**src/inc/sfesc_defines.svh**
```systemverilog
// Purpose: constants of the erase and suspend command handler
// Assumes: 200 MHz system clock
// Notes: opcodes are the one-byte instruction codes on the link
`ifndef SFESC_DEFINES_SVH
`define SFESC_DEFINES_SVH
// timing
`define SFESC_CLK_MHZ 200
`define SFESC_SUSP_LAT_NS 20000
// longest time, so the count rounds down
`define SFESC_SUSP_LAT_CYC ((`SFESC_SUSP_LAT_NS * `SFESC_CLK_MHZ) / 1000)
// opcodes
`define SFESC_OP_BLK_ERASE 8'hd8
`define SFESC_OP_BLK_ERASE_WIDE 8'hdc
`define SFESC_OP_CE_A 8'h60
`define SFESC_OP_CE_B 8'hc7
`define SFESC_OP_SUSP 8'h75
`define SFESC_OP_RESUME 8'h7a
`define SFESC_OP_WR_ENABLE 8'h06
`define SFESC_OP_WRDI 8'h04
`define SFESC_OP_CLSR 8'h30
`define SFESC_OP_READ 8'h03
`define SFESC_OP_READ4 8'h13
`define SFESC_OP_FREAD 8'h0b
`define SFESC_OP_PP 8'h02
`define SFESC_OP_PP4 8'h12
`define SFESC_OP_QPP 8'h32
`define SFESC_OP_QPP4 8'h34
`define SFESC_OP_ECC_STAT_WIDE 8'h18
// bit counts of a command frame
`define SFESC_OPC_BITS 7'h08
`define SFESC_ADDR3_BITS 7'h18
`define SFESC_ADDR4_BITS 7'h20
`define SFESC_CNT_MAX 7'h7f
// address fields: 8 MB blocks of eight 1 MB sectors
`define SFESC_BLK_LSB 23
`define SFESC_BLK_MSB 25
`define SFESC_SECS_PER_BLK 6'h08
`define SFESC_LAST_SEC_CHIP 6'h3f
`endif

```
**src/inc/sfesc_pkg.sv**
```systemverilog
// Purpose: types of the erase and suspend command handler
// Assumes: constants live in sfesc_defines.svh
// Notes: none
package sfesc_pkg;
  // erase engine states
  typedef enum logic [1:0] {
    SFESC_IDLE,
    SFESC_ERASING,
    SFESC_SUSPENDING,
    SFESC_SUSPENDED
  } sfesc_state_t;
  // request to the array: one sector step at a time
  typedef struct packed {
    logic valid;   // held until the array reports done or a suspend is taken
    logic erase;   // 0 pre-program, 1 erase to 00h
    logic [5:0] sector;
  } sfesc_arr_req_t;
  // command handed to the other command handlers
  typedef struct packed {
    logic valid;   // one-cycle pulse at frame end
    logic [7:0] opcode;
    logic [31:0] addr;
    logic [6:0] bits;
  } sfesc_cmd_t;
  // status bits
  typedef struct packed {
    logic work_in_progress_bit;
    logic erase_suspended;
    logic erase_err;
    logic prog_err;
    logic write_enable_latch;
  } sfesc_status_t;
endpackage

```
**src/design/sfesc_ctrl.sv**
```systemverilog
// Purpose: serial flash block/chip erase with suspend and resume of block erase
// Assumes: link clock at most a quarter of clk_sys_i; modes 0 and 3
// Notes: link pins are sampled through two flops before any use
`timescale 1ns/1ps
`include "sfesc_defines.svh"
module sfesc_ctrl (
  input wire logic clk_sys_i,
  input wire logic rst_i,
  input wire logic sclk_i,                  // link clock pin
  input wire logic cs_n_i,                  // chip select, active low
  input wire logic [3:0] io_i,              // io lanes, lane 0 is serial in
  input wire logic quad_command_mode_i,     // four-lane commands
  input wire logic addr_len4_i,             // address length config bit
  input wire logic [7:0] block_prot_i,      // one protect bit per block
  input wire logic prog_busy_i,             // program engine busy
  input wire logic arr_done_i,              // array step finished pulse
  output sfesc_pkg::sfesc_arr_req_t arr_req_o,
  output sfesc_pkg::sfesc_cmd_t cmd_fwd_o,
  output sfesc_pkg::sfesc_status_t status_o,
  output logic read_undef_o                 // read hits suspended block
);

  // whole module state
  typedef struct packed {
    logic [2:0] sclk_s;         // sync chain plus edge stage
    logic [2:0] cs_s;
    logic [3:0] io_s0;          // first io stage
    logic [3:0] io_s1;          // second io stage
    logic [6:0] bits;           // bits taken this frame, saturating
    logic [7:0] opc;            // opcode shifter
    logic [31:0] addr;          // address shifter
    sfesc_pkg::sfesc_state_t st;
    logic chip;                 // running erase is a chip erase
    logic phase;                // 0 pre-program, 1 erase
    logic [5:0] sec;            // current sector
    logic [5:0] last;           // final sector of the erase
    logic [2:0] sblk;           // block being erased
    logic [11:0] lat;           // suspend latency countdown
    logic we_latch;             // write enable latch
    logic es;
    logic eerr;
    logic perr;
    logic rd_undef;
    sfesc_pkg::sfesc_cmd_t fwd;
  } sfesc_ctrl_t;

  sfesc_ctrl_t s_r;
  sfesc_ctrl_t s_nxt;

  // address bits that follow an opcode
  function automatic logic [6:0] addr_bits(input logic [7:0] op, input logic a4);
    logic [6:0] r;
    r = 7'h00;
    unique case (op)
      `SFESC_OP_BLK_ERASE_WIDE, `SFESC_OP_READ4, `SFESC_OP_PP4, `SFESC_OP_QPP4,
      `SFESC_OP_ECC_STAT_WIDE, 8'hcf:
        r = `SFESC_ADDR4_BITS;
      `SFESC_OP_BLK_ERASE, `SFESC_OP_READ, `SFESC_OP_FREAD, `SFESC_OP_PP,
      `SFESC_OP_QPP, 8'h19, 8'hce:
        r = a4 ? `SFESC_ADDR4_BITS : `SFESC_ADDR3_BITS;
      default:
        r = 7'h00;
    endcase
    return r;
  endfunction

  // commands that may run while an erase is suspended
  function automatic logic susp_ok(input logic [7:0] op);
    logic r;
    r = 1'b0;
    unique case (op)
      8'h75, 8'h7a, 8'h03, 8'h13, 8'h0b: r = 1'b1;
      8'h05, 8'h07, 8'h65: r = 1'b1;
      8'h35, 8'h15, 8'h33, 8'h19, 8'h18: r = 1'b1;
      8'h1b, 8'h4c, 8'h9f, 8'haf, 8'hc3, 8'h5a, 8'h77: r = 1'b1;
      8'h06, 8'h04, 8'h02, 8'h12, 8'h32, 8'h34, 8'hce, 8'hcf: r = 1'b1;
      8'h30, 8'h66, 8'h99: r = 1'b1;
      default: r = 1'b0;
    endcase
    return r;
  endfunction

  // array read opcodes
  function automatic logic is_read(input logic [7:0] op);
    return op == `SFESC_OP_READ || op == `SFESC_OP_READ4 || op == `SFESC_OP_FREAD
      || op == 8'h19 || op == `SFESC_OP_ECC_STAT_WIDE;
  endfunction

  // array program opcodes
  function automatic logic is_prog(input logic [7:0] op);
    return op == `SFESC_OP_PP || op == `SFESC_OP_PP4 || op == `SFESC_OP_QPP
      || op == `SFESC_OP_QPP4;
  endfunction

  // next-state logic
  always_comb
  begin
    logic rise;
    logic frame_end;
    logic [6:0] step;
    logic [6:0] alen;
    logic [2:0] blk;
    logic suspended;
    rise = 1'b0;
    frame_end = 1'b0;
    step = 7'h00;
    alen = 7'h00;
    blk = 3'h0;
    suspended = 1'b0;
    s_nxt = s_r;
    // pins through two flops; edge stage reads only the second
    s_nxt.sclk_s = {s_r.sclk_s[1:0], sclk_i};
    s_nxt.cs_s = {s_r.cs_s[1:0], cs_n_i};
    s_nxt.io_s0 = io_i;
    s_nxt.io_s1 = s_r.io_s0;
    rise = s_r.sclk_s[1] & ~s_r.sclk_s[2] & ~s_r.cs_s[1];
    frame_end = s_r.cs_s[1] & ~s_r.cs_s[2];
    step = quad_command_mode_i ? 7'h04 : 7'h01;
    alen = addr_bits(s_r.opc, addr_len4_i);
    blk = s_r.addr[`SFESC_BLK_MSB:`SFESC_BLK_LSB];
    suspended = (s_r.st == sfesc_pkg::SFESC_SUSPENDED);
    s_nxt.fwd.valid = 1'b0;

    // shift opcode then address on link clock rises
    if (rise)
    begin
      if (s_r.bits < `SFESC_OPC_BITS)
      begin
        if (quad_command_mode_i)
          s_nxt.opc = {s_r.opc[3:0], s_r.io_s1};
        else
          s_nxt.opc = {s_r.opc[6:0], s_r.io_s1[0]};
      end
      else if (s_r.bits < `SFESC_OPC_BITS + alen)
      begin
        if (quad_command_mode_i)
          s_nxt.addr = {s_r.addr[27:0], s_r.io_s1};
        else
          s_nxt.addr = {s_r.addr[30:0], s_r.io_s1[0]};
      end
      if (s_r.bits <= `SFESC_CNT_MAX - step)
        s_nxt.bits = s_r.bits + step;
      else
        s_nxt.bits = `SFESC_CNT_MAX;
    end

    // erase engine, one sector step per array handshake
    unique case (s_r.st)
      sfesc_pkg::SFESC_IDLE:
        s_nxt.lat = 12'h000;
      sfesc_pkg::SFESC_ERASING, sfesc_pkg::SFESC_SUSPENDING:
      begin
        if (s_r.st == sfesc_pkg::SFESC_SUSPENDING)
        begin
          // stop within the latency, then report suspended
          if (s_r.lat != 12'h000)
            s_nxt.lat = s_r.lat - 12'h001;
          else
          begin
            s_nxt.st = sfesc_pkg::SFESC_SUSPENDED;
            s_nxt.es = 1'b1;
          end
        end
        if (arr_done_i)
        begin
          if (!s_r.phase)
            s_nxt.phase = 1'b1;
          else if (s_r.sec == s_r.last)
          begin
            // erase finished; completion beats a pending stop
            s_nxt.st = sfesc_pkg::SFESC_IDLE;
            s_nxt.es = 1'b0;
            s_nxt.we_latch = 1'b0;
          end
          else
          begin
            s_nxt.sec = s_r.sec + 6'h01;
            s_nxt.phase = 1'b0;
          end
        end
      end
      sfesc_pkg::SFESC_SUSPENDED:
        s_nxt.lat = 12'h000;
    endcase

    // read inside the suspended block gives undefined data
    s_nxt.rd_undef = (suspended || s_r.st == sfesc_pkg::SFESC_SUSPENDING)
      && is_read(s_r.opc) && s_r.bits >= `SFESC_OPC_BITS + alen
      && blk == s_r.sblk && !s_r.cs_s[1];

    // act on the command when chip select rises
    if (frame_end)
    begin
      s_nxt.bits = 7'h00;
      s_nxt.addr = 32'h0000_0000;
      s_nxt.rd_undef = 1'b0;
      // forward what the current state admits
      s_nxt.fwd.opcode = s_r.opc;
      s_nxt.fwd.addr = s_r.addr;
      s_nxt.fwd.bits = s_r.bits;
      s_nxt.fwd.valid = (s_r.st == sfesc_pkg::SFESC_IDLE) || susp_ok(s_r.opc);
      unique case (s_r.opc)
        `SFESC_OP_WR_ENABLE:
          if (s_r.bits == `SFESC_OPC_BITS)
            s_nxt.we_latch = 1'b1;
        `SFESC_OP_WRDI:
          if (s_r.bits == `SFESC_OPC_BITS)
            s_nxt.we_latch = 1'b0;
        `SFESC_OP_CLSR:
        begin
          // no other opcode branch can set an error bit in the same cycle as this clear
          s_nxt.eerr = 1'b0;
          s_nxt.perr = 1'b0;
        end
        `SFESC_OP_BLK_ERASE, `SFESC_OP_BLK_ERASE_WIDE:
          // only an exact frame with the latch set is taken
          if (s_r.st == sfesc_pkg::SFESC_IDLE && s_r.we_latch
              && s_r.bits == `SFESC_OPC_BITS + alen)
          begin
            s_nxt.we_latch = 1'b0;
            if (block_prot_i[blk])
              s_nxt.eerr = 1'b1;
            else
            begin
              s_nxt.st = sfesc_pkg::SFESC_ERASING;
              s_nxt.chip = 1'b0;
              s_nxt.sblk = blk;
              s_nxt.sec = {blk, 3'h0};
              s_nxt.last = {blk, 3'h0} + `SFESC_SECS_PER_BLK - 6'h01;
              s_nxt.phase = 1'b0;
              s_nxt.we_latch = 1'b1; // latch set for the erase; cleared at its end or by WRDI
            end
          end
        `SFESC_OP_CE_A, `SFESC_OP_CE_B:
          if (s_r.st == sfesc_pkg::SFESC_IDLE && s_r.we_latch
              && s_r.bits == `SFESC_OPC_BITS)
          begin
            s_nxt.we_latch = 1'b0;
            if (|block_prot_i)
              s_nxt.eerr = 1'b1;
            else
            begin
              s_nxt.st = sfesc_pkg::SFESC_ERASING;
              s_nxt.chip = 1'b1;
              s_nxt.sec = 6'h00;
              s_nxt.last = `SFESC_LAST_SEC_CHIP;
              s_nxt.phase = 1'b0;
              s_nxt.we_latch = 1'b1;
            end
          end
        `SFESC_OP_SUSP:
          // other states: nothing changes
          if (s_r.st == sfesc_pkg::SFESC_ERASING && !s_r.chip
              && s_r.bits == `SFESC_OPC_BITS)
          begin
            s_nxt.st = sfesc_pkg::SFESC_SUSPENDING;
            s_nxt.lat = 12'(`SFESC_SUSP_LAT_CYC - 1);
          end
        `SFESC_OP_RESUME:
          if (suspended && !prog_busy_i
              && s_r.bits == `SFESC_OPC_BITS)
          begin
            s_nxt.st = sfesc_pkg::SFESC_ERASING;
            s_nxt.es = 1'b0;
          end
        default:
          // program into the suspended block fails
          if (suspended && is_prog(s_r.opc) && blk == s_r.sblk
              && s_r.bits > `SFESC_OPC_BITS + alen)
          begin
            s_nxt.perr = 1'b1;
            s_nxt.fwd.valid = 1'b0;
          end
      endcase
      // erase ending in this very cycle: start path above already saw busy
      if (s_nxt.st == sfesc_pkg::SFESC_IDLE && s_r.st != sfesc_pkg::SFESC_IDLE)
        s_nxt.we_latch = 1'b0;
    end
  end

  // single state register, synchronous reset
  always_ff @(posedge clk_sys_i)
  begin
    if (rst_i)
    begin
      s_r <= '0;
      s_r.sclk_s <= 3'h0;
      s_r.cs_s <= 3'h7;  // deselected
      s_r.st <= sfesc_pkg::SFESC_IDLE;
    end
    else
      s_r <= s_nxt;
  end

  // array step request, held until done or a suspend is taken
  assign arr_req_o.valid = (s_r.st == sfesc_pkg::SFESC_ERASING);
  assign arr_req_o.erase = s_r.phase;
  assign arr_req_o.sector = s_r.sec;

  // status and forwarded command
  assign status_o.work_in_progress_bit = (s_r.st == sfesc_pkg::SFESC_ERASING)
    || (s_r.st == sfesc_pkg::SFESC_SUSPENDING) || prog_busy_i;
  assign status_o.erase_suspended = s_r.es;
  assign status_o.erase_err = s_r.eerr;
  assign status_o.prog_err = s_r.perr;
  assign status_o.write_enable_latch = s_r.we_latch;
  assign cmd_fwd_o = s_r.fwd;
  assign read_undef_o = s_r.rd_undef;

endmodule

```
**config.mk**
```make
export PLATFORM = sky130hd
export DESIGN_NAME = sfesc_ctrl
export DESIGN_NICKNAME = d
export VERILOG_FILES = /design/src/inc/sfesc_pkg.sv /design/src/design/sfesc_ctrl.sv
export VERILOG_INCLUDE_DIRS = /design/src /design/src/inc
export SDC_FILE = /design/constraint.sdc
export NUM_CORES = 1
export LEC_CHECK = 0
export ABC_AREA = 1
export BUFFER_PORTS_ARGS = -buffer_cell sky130_fd_sc_hd__buf_4
export CAP_MARGIN = 30
export CORE_ASPECT_RATIO = 2
export CORE_MARGIN = 1
export CORE_UTILIZATION = 53
export DETAILED_ROUTE_END_ITERATION = 8
export GPL_ROUTABILITY_DRIVEN = 0
export PLACE_DENSITY = 0.76
export SKIP_LAST_GASP = 1
export SLEW_MARGIN = 15
export SYNTH_ARGS = -nofsm -noshare
export SYNTH_HDL_FRONTEND = slang
export SYNTH_SLANG_ARGS = --single-unit
```
**constraint.sdc**
```tcl
create_clock -name clk_sys_i -period 2.6 [get_ports clk_sys_i]
set_input_delay 0.26 -clock clk_sys_i [delete_from_list [all_inputs] [get_ports clk_sys_i]]
set_output_delay 0.26 -clock clk_sys_i [all_outputs]
set_load 0.03 [all_outputs]
```
After elaboration in Yosys (flattened, before gate mapping):

Index checks and enable logic that the tools add are counted.

* $add $sub $neg: 7
* magnitude comparators: 6
* eq/ne operators: 48
* muxes and demuxes: 62
* bitwise operators: 10
* reductions and logical operators: 54

Operators with widths (number)
* 2-to-1 mux 84 bit: 1
* equality test 8 bit, second input constant: 9
* equality test 8 x 7 -> 1 bit, second input constant: 8
* equality test 8 x 5 -> 1 bit, second input constant: 6
* 2-to-1 mux 12 bit: 4
* equality test 8 x 6 -> 1 bit, second input constant: 5
* 2-to-1 mux 19 bit: 2
* equality test 8 x 3 -> 1 bit, second input constant: 4
* 2-to-1 mux 16 bit: 2
* 2-to-1 mux 32 bit: 1
* OR reduction 31 bit: 1
* 2-to-1 mux 7 bit: 4
* one-hot mux 14 bit (2 select lines): 1
* 2-to-1 mux 2 bit: 13
* one-hot mux 12 bit (2 select lines): 1
* 2-to-1 mux 1 bit: 22
* equality test 8 x 2 -> 1 bit, second input constant: 2
* OR reduction 8 bit: 2
* logical AND 1 bit: 15
* 2-to-1 mux 6 bit: 2
* inequality test 2 bit, second input constant: 6
* one-hot mux 6 bit (2 select lines): 1
* AND reduction 6 bit: 2
* nonzero test 12 bit: 1
* other kinds (41): 72

* bits in registers: 145
* output and inout port bits: 62
* word-level logic and storage cells: 210

Depth between registers and ports, before layout:

* word-level depth: 15
* depth in mapped cells: 25

Least setup slack after synthesis:

No wires, ideal clock.

* kind: register -> register
* from: register s_r[121] (netlist bit)
* to: register s_r[109] (netlist bit)
* setup time: 0.074 ns
* arrival time: 2.753 ns
* required time: 2.526 ns
* slack: -0.227 ns
* stages on the path, launching flop included: 22
* clock period less this slack: 2.827 ns
* cell sequence: dfxtp_1 inv_1 nand2_1 inv_1 nand2_1 a21oi_1 a31oi_1 nand3_1 nand2_1 o2111ai_1 ha_1 inv_1 ha_1 nand2_1 a21oi_1 a211oi_2 nand2_2 inv_2 buf_6 buf_4 o21ai_0 a31oi_1

* word-level cells in the longest chain between the ends: 6

RTL lines
* start: declaration: RTL line sfesc_ctrl.sv:47 `sfesc_ctrl_t s_r;`
* start signal: assignment: RTL line sfesc_ctrl.sv:292 `s_r <= s_nxt;`
* equality test 8 x 2 -> 1 bit (tied with other cells): RTL line sfesc_ctrl.sv:54 `unique case (op)`
* OR reduction 7 bit / OR reduction 6 bit (equally long branches): RTL line sfesc_ctrl.sv:54
* one-hot mux 6 bit (2 select lines) (*): RTL line sfesc_ctrl.sv:54
* adder 4 x 7 -> 7 bit (no source line) (*)
* less-than comparator 7 bit (*): RTL line sfesc_ctrl.sv:134 `` else if (s_r.bits < `SFESC_OPC_BITS + alen) ``
* AND reduction 3 bit (no source line) (*)

Mark *: on every way between the ends. The rest lies on a longest branch, timed or not.
A chain may end at the register's enable or synchronous reset.

Worst setup path after layout:

* from: register s_r[121] (netlist bit)
* to: register s_r (netlist bit status_o[0])

* word-level cells in the longest chain between the ends: 13

RTL lines
* equality test 8 x 2 -> 1 bit (tied with other cells): RTL line sfesc_ctrl.sv:54
* OR reduction 7 bit / OR reduction 6 bit (equally long branches): RTL line sfesc_ctrl.sv:54
* one-hot mux 6 bit (2 select lines): RTL line sfesc_ctrl.sv:54
* adder 4 x 7 -> 7 bit (no source line)
* equality test 7 bit: RTL line sfesc_ctrl.sv:218 `` && s_r.bits == `SFESC_OPC_BITS + alen) ``
* logical AND 1 bit: RTL line sfesc_ctrl.sv:217 `if (s_r.st == sfesc_pkg::SFESC_IDLE && s_r.we_latch`
* 2-to-1 mux 19 bit: RTL line sfesc_ctrl.sv:217
* one-hot mux 2 bit (4 select lines): RTL line sfesc_ctrl.sv:202 `unique case (s_r.opc)`
* 2-to-1 mux 2 bit: RTL line sfesc_ctrl.sv:192 `if (frame_end)`
* zero test 2 bit: RTL line sfesc_ctrl.sv:276 `if (s_nxt.st == sfesc_pkg::SFESC_IDLE && s_r.st != sfesc_pkg::SFESC_IDLE)`
* logical AND 1 bit: RTL line sfesc_ctrl.sv:276
* 2-to-1 mux 1 bit (*): RTL line sfesc_ctrl.sv:276
* 2-to-1 mux 84 bit (*): RTL line sfesc_ctrl.sv:192

Mark *: on every way between the ends. The rest lies on a longest branch, timed or not. The select of a mux whose other input is x is not followed.

==> metrics.yaml <==
outcome:
  status: "complete, but fails checks"
  failed_checks: "negative setup slack"
pwr:
  p_per_area_mw_per_mm2: 556
  p_leak_nw: 3.84
  power.total_mw: 4.95
  vdd_drop_max_uv: 507
finish:
  area_delta_synth_final_pct: 26.2
  multi_input_area_mm2: 0.00350
  layout_commonest_cell: "nand2_1"
  layout-drive-gt1-share_pct: 26.2
  final_cell_mix: "204 x nand2_1, 143 x buf_4, 135 x dfxtp_1, 97 x inv_1, 81 x nor2_1"
  regArea_mm2: 0.00288
  fin_area_mm2: 0.00891
  fillers: 1038
  layout.nets: 1095
  antenna_cells: 0
worst_setup_path:
  r2r_setup_slack_ps: -430
  critical_path.startpoint_type: "flop"
  worstRegToRegCells: 25
  cp-end-kind: "flop"
  cp.arrival_ps: 3340
  r2r-end: "status_o[0]"
  reg2reg_from: "s_r[121]"
  worst_ep_required_time_ps: 2910
  worstPathMaxFanout: 5
  critPathKind: "reg -> reg"
synth:
  synth-xor-area-share_pct: 1.86
  ys_seq_area_share_pct: 40.5
  synth_top_cell_area_share_pct: 40.5
  synthCells: 982
  yosys.area_share.simple_pct: 23.1
  synthAdderAreaFrac_pct: 2.48
  netlist_top_cells_area: "dfxtp_1 41%, nand2_1 12%, buf_4 6.5%"
  synth.avg_cell_area_um2: 7.19
  synth.largest_area_cell: "dfxtp_1"
  syn_area_mm2: 0.00706
  synth_top_family_by_area: "simple AND/OR/NAND/NOR gates"
  synthMuxAreaShare_pct: 0
  synth.distinct_cells: 39
  synth_nets: 1016
  synth-seq-cells: 143
  synth_warnings: 0
  synth_compound_area_share_pct: 17.4
floorplanning:
  core_area_mm2: 0.0130
  rows: 59
  die_w_um: 83.6
  initial_core_util_pct: 54.4
  fp.dieH_um: 165
  die_area_mm2: 0.0138
  io_pins: 82
global_route:
  grt_first_pass_wirelength_um: 29800
  first_global_vias: 6434
  grt_max_degree: 48
  grt_antenna_before_repair: 0
  gr-total-overflow: 0
  grtUsageTotal_pct: 27.0
timing:
  finalCriticalPeriod_ps: 3030
  setup_viol: 53
  worst_slack_ps: -431
  fmax_mhz: 330
  finalCritPeriodShare_pct: 117
  final-hold-violation-count: 0
  grt_setup_unrepaired: "yes"
  slew_headroom_pct: 40.7
  drv_slew: 0
  tightest_slew_ps: 889
  clock-skew-final_ps: 6.73
placement:
  io_buffers: 81
  dp.final_hpwl_um: 12500
  dpl-instance-area_mm2: 0.00773
clocking:
  cts_sinks: 143
  cts_tree: "yes"
  clk_pin_slew_ps: 60
  h-tree-depth: 4
  cts_buffer_depth: 2
  root_buffer: "clkbuf_16"
  clkLatencyLatePin_ps: 430
  numCtsBuffers: 17
worst_hold_path:
  hold-path-endpoint: "s_nxt[140]"
  hold_start: "cs_n_i"
  worstHoldPathType: "in -> reg"
  holdPathStages: 2
flow_run:
  drv_cap: 0
detailed_routing:
  drt-total-wl_um: 19200
  num_vias: 6796
  wl_per_cell_um: 15.7
  ant_nets: 0
  drt_iter0_markers: 503
  drc: 0
  dr.pass1.iters: 7
  vias_per_cell: 5.55
-- synthesized netlist by cell type, drive strengths merged --
cell type	number
o2111ai	1
o22ai	4
a211oi	5
nor2	99
nand2	225
clkbuf	26
o211ai	1
dfxtp	143
a31oi	37
nor3	12
nand4	9
o31ai	2
o21a	1
ha	14
or2	3
o21ai	92
inv	113
xnor2	6
nand3	42
a21boi	1
buf	71
xor2	9
o41ai	1
o21bai	1
nand3b	2
a21oi	37
a22o	25
-- registers in the layout, indices dropped and copies added (netlist names) --
name and cells:
read_undef_o 1, status_o 4, s_r 75, arr_req_o 7
cmd_fwd_o 48, s_nxt 8
-- repair_timing --
action,4_1_cts,5_1_grt
gates resized for setup,39,68
endpoints found under the setup margin,53,54
hold buffers,0,0
hold endpoints to repair,0,0
gates cloned,2,4
pin swaps,10,21
setup buffers,11,4
-- how the worst max path moves through the flow --
stage              from      endpoint
2_1_floorplan  s_r[120]      s_r[109]
3_3_place_gp   s_r[121]  arr_req_o[4]
3_5_place_dp   s_r[120]  arr_req_o[5]
4_1_cts        s_r[120]   status_o[0]
5_1_grt        s_r[121]   status_o[0]
6_report       s_r[121]   status_o[0]
-- metrics by stage --
stage	util [%]	hold WS (ps)	TNS (ps)	setup WS, ps	std cells
2_1_floorplan	-	364	-1670	-85.3	982
3_3_place_gp	59.5	388	-7950	-212	1173
3_5_place_dp	59.5	392	-11860	-293	1173
4_1_cts	66.0	10.4	-7270	-201	1217
5_1_grt	68.6	22.5	-24680	-597	1225
6_report	68.6	18.5	-15100	-431	1225
-- layout make-up --
| cell class | instances | share of cell area, % |
|---|---|---|
| Clock buffer | 18 | 4.81 |
| Multi-Input combinational cell | 630 | 39.2 |
| Inverter | 113 | 4.90 |
| Sequential cell | 143 | 32.3 |
| Tap cell | 152 | 2.13 |
| Timing Repair Buffer | 156 | 14.6 |
| Clock inverter | 13 | 2.11 |
-- cell families after synthesis --
logic type / Yosys count
compound gates: 208
fa+ha+maj: 14
flops: 143
xor+xnor: 15
simple gates: 392
buf+inv: 210
-- worst max-delay path, stage by stage, from the launching register on --
cell and delay, ps:
dfxtp_2 340, inv_2 60, nand2_2 100, inv_2 60, nand2_4 80, inv_2 40
nand2_2 60, o21ai_2 70, inv_1 90, nand3_2 100, nand2_1 100, o2111ai_2 120
ha_1 310, inv_2 50, ha_4 260, nand2_4 60, nor2_4 130, nand3_4 120
nand2_4 130, nand2_2 80, inv_4 90, nand3_2 90, nand2_2 110, nand2_2 60
o21ai_2 130, nand2_1 80
-- power breakdown --
part | internal, mW | switching (mW) | total [mW]
Sequential | 2.20 | 0.00667 | 2.21
Combinational | 0.0625 | 0.116 | 0.178
Clock | 1.60 | 0.962 | 2.57
Total | 3.87 | 1.08 | 4.95
-- per-layer routing --
metal | global-route usage [%] | up-vias | routed length (µm)
met1 | 26.6 | 3109 | 6790
met3 | 4.47 | 108 | 840
met4 | 17.8 | 0 | 1350
li1 | - | 3313 | -
met5 | 0 | - | 0
met2 | 51.3 | 266 | 10200
Power figures use the tool's default switching activity.
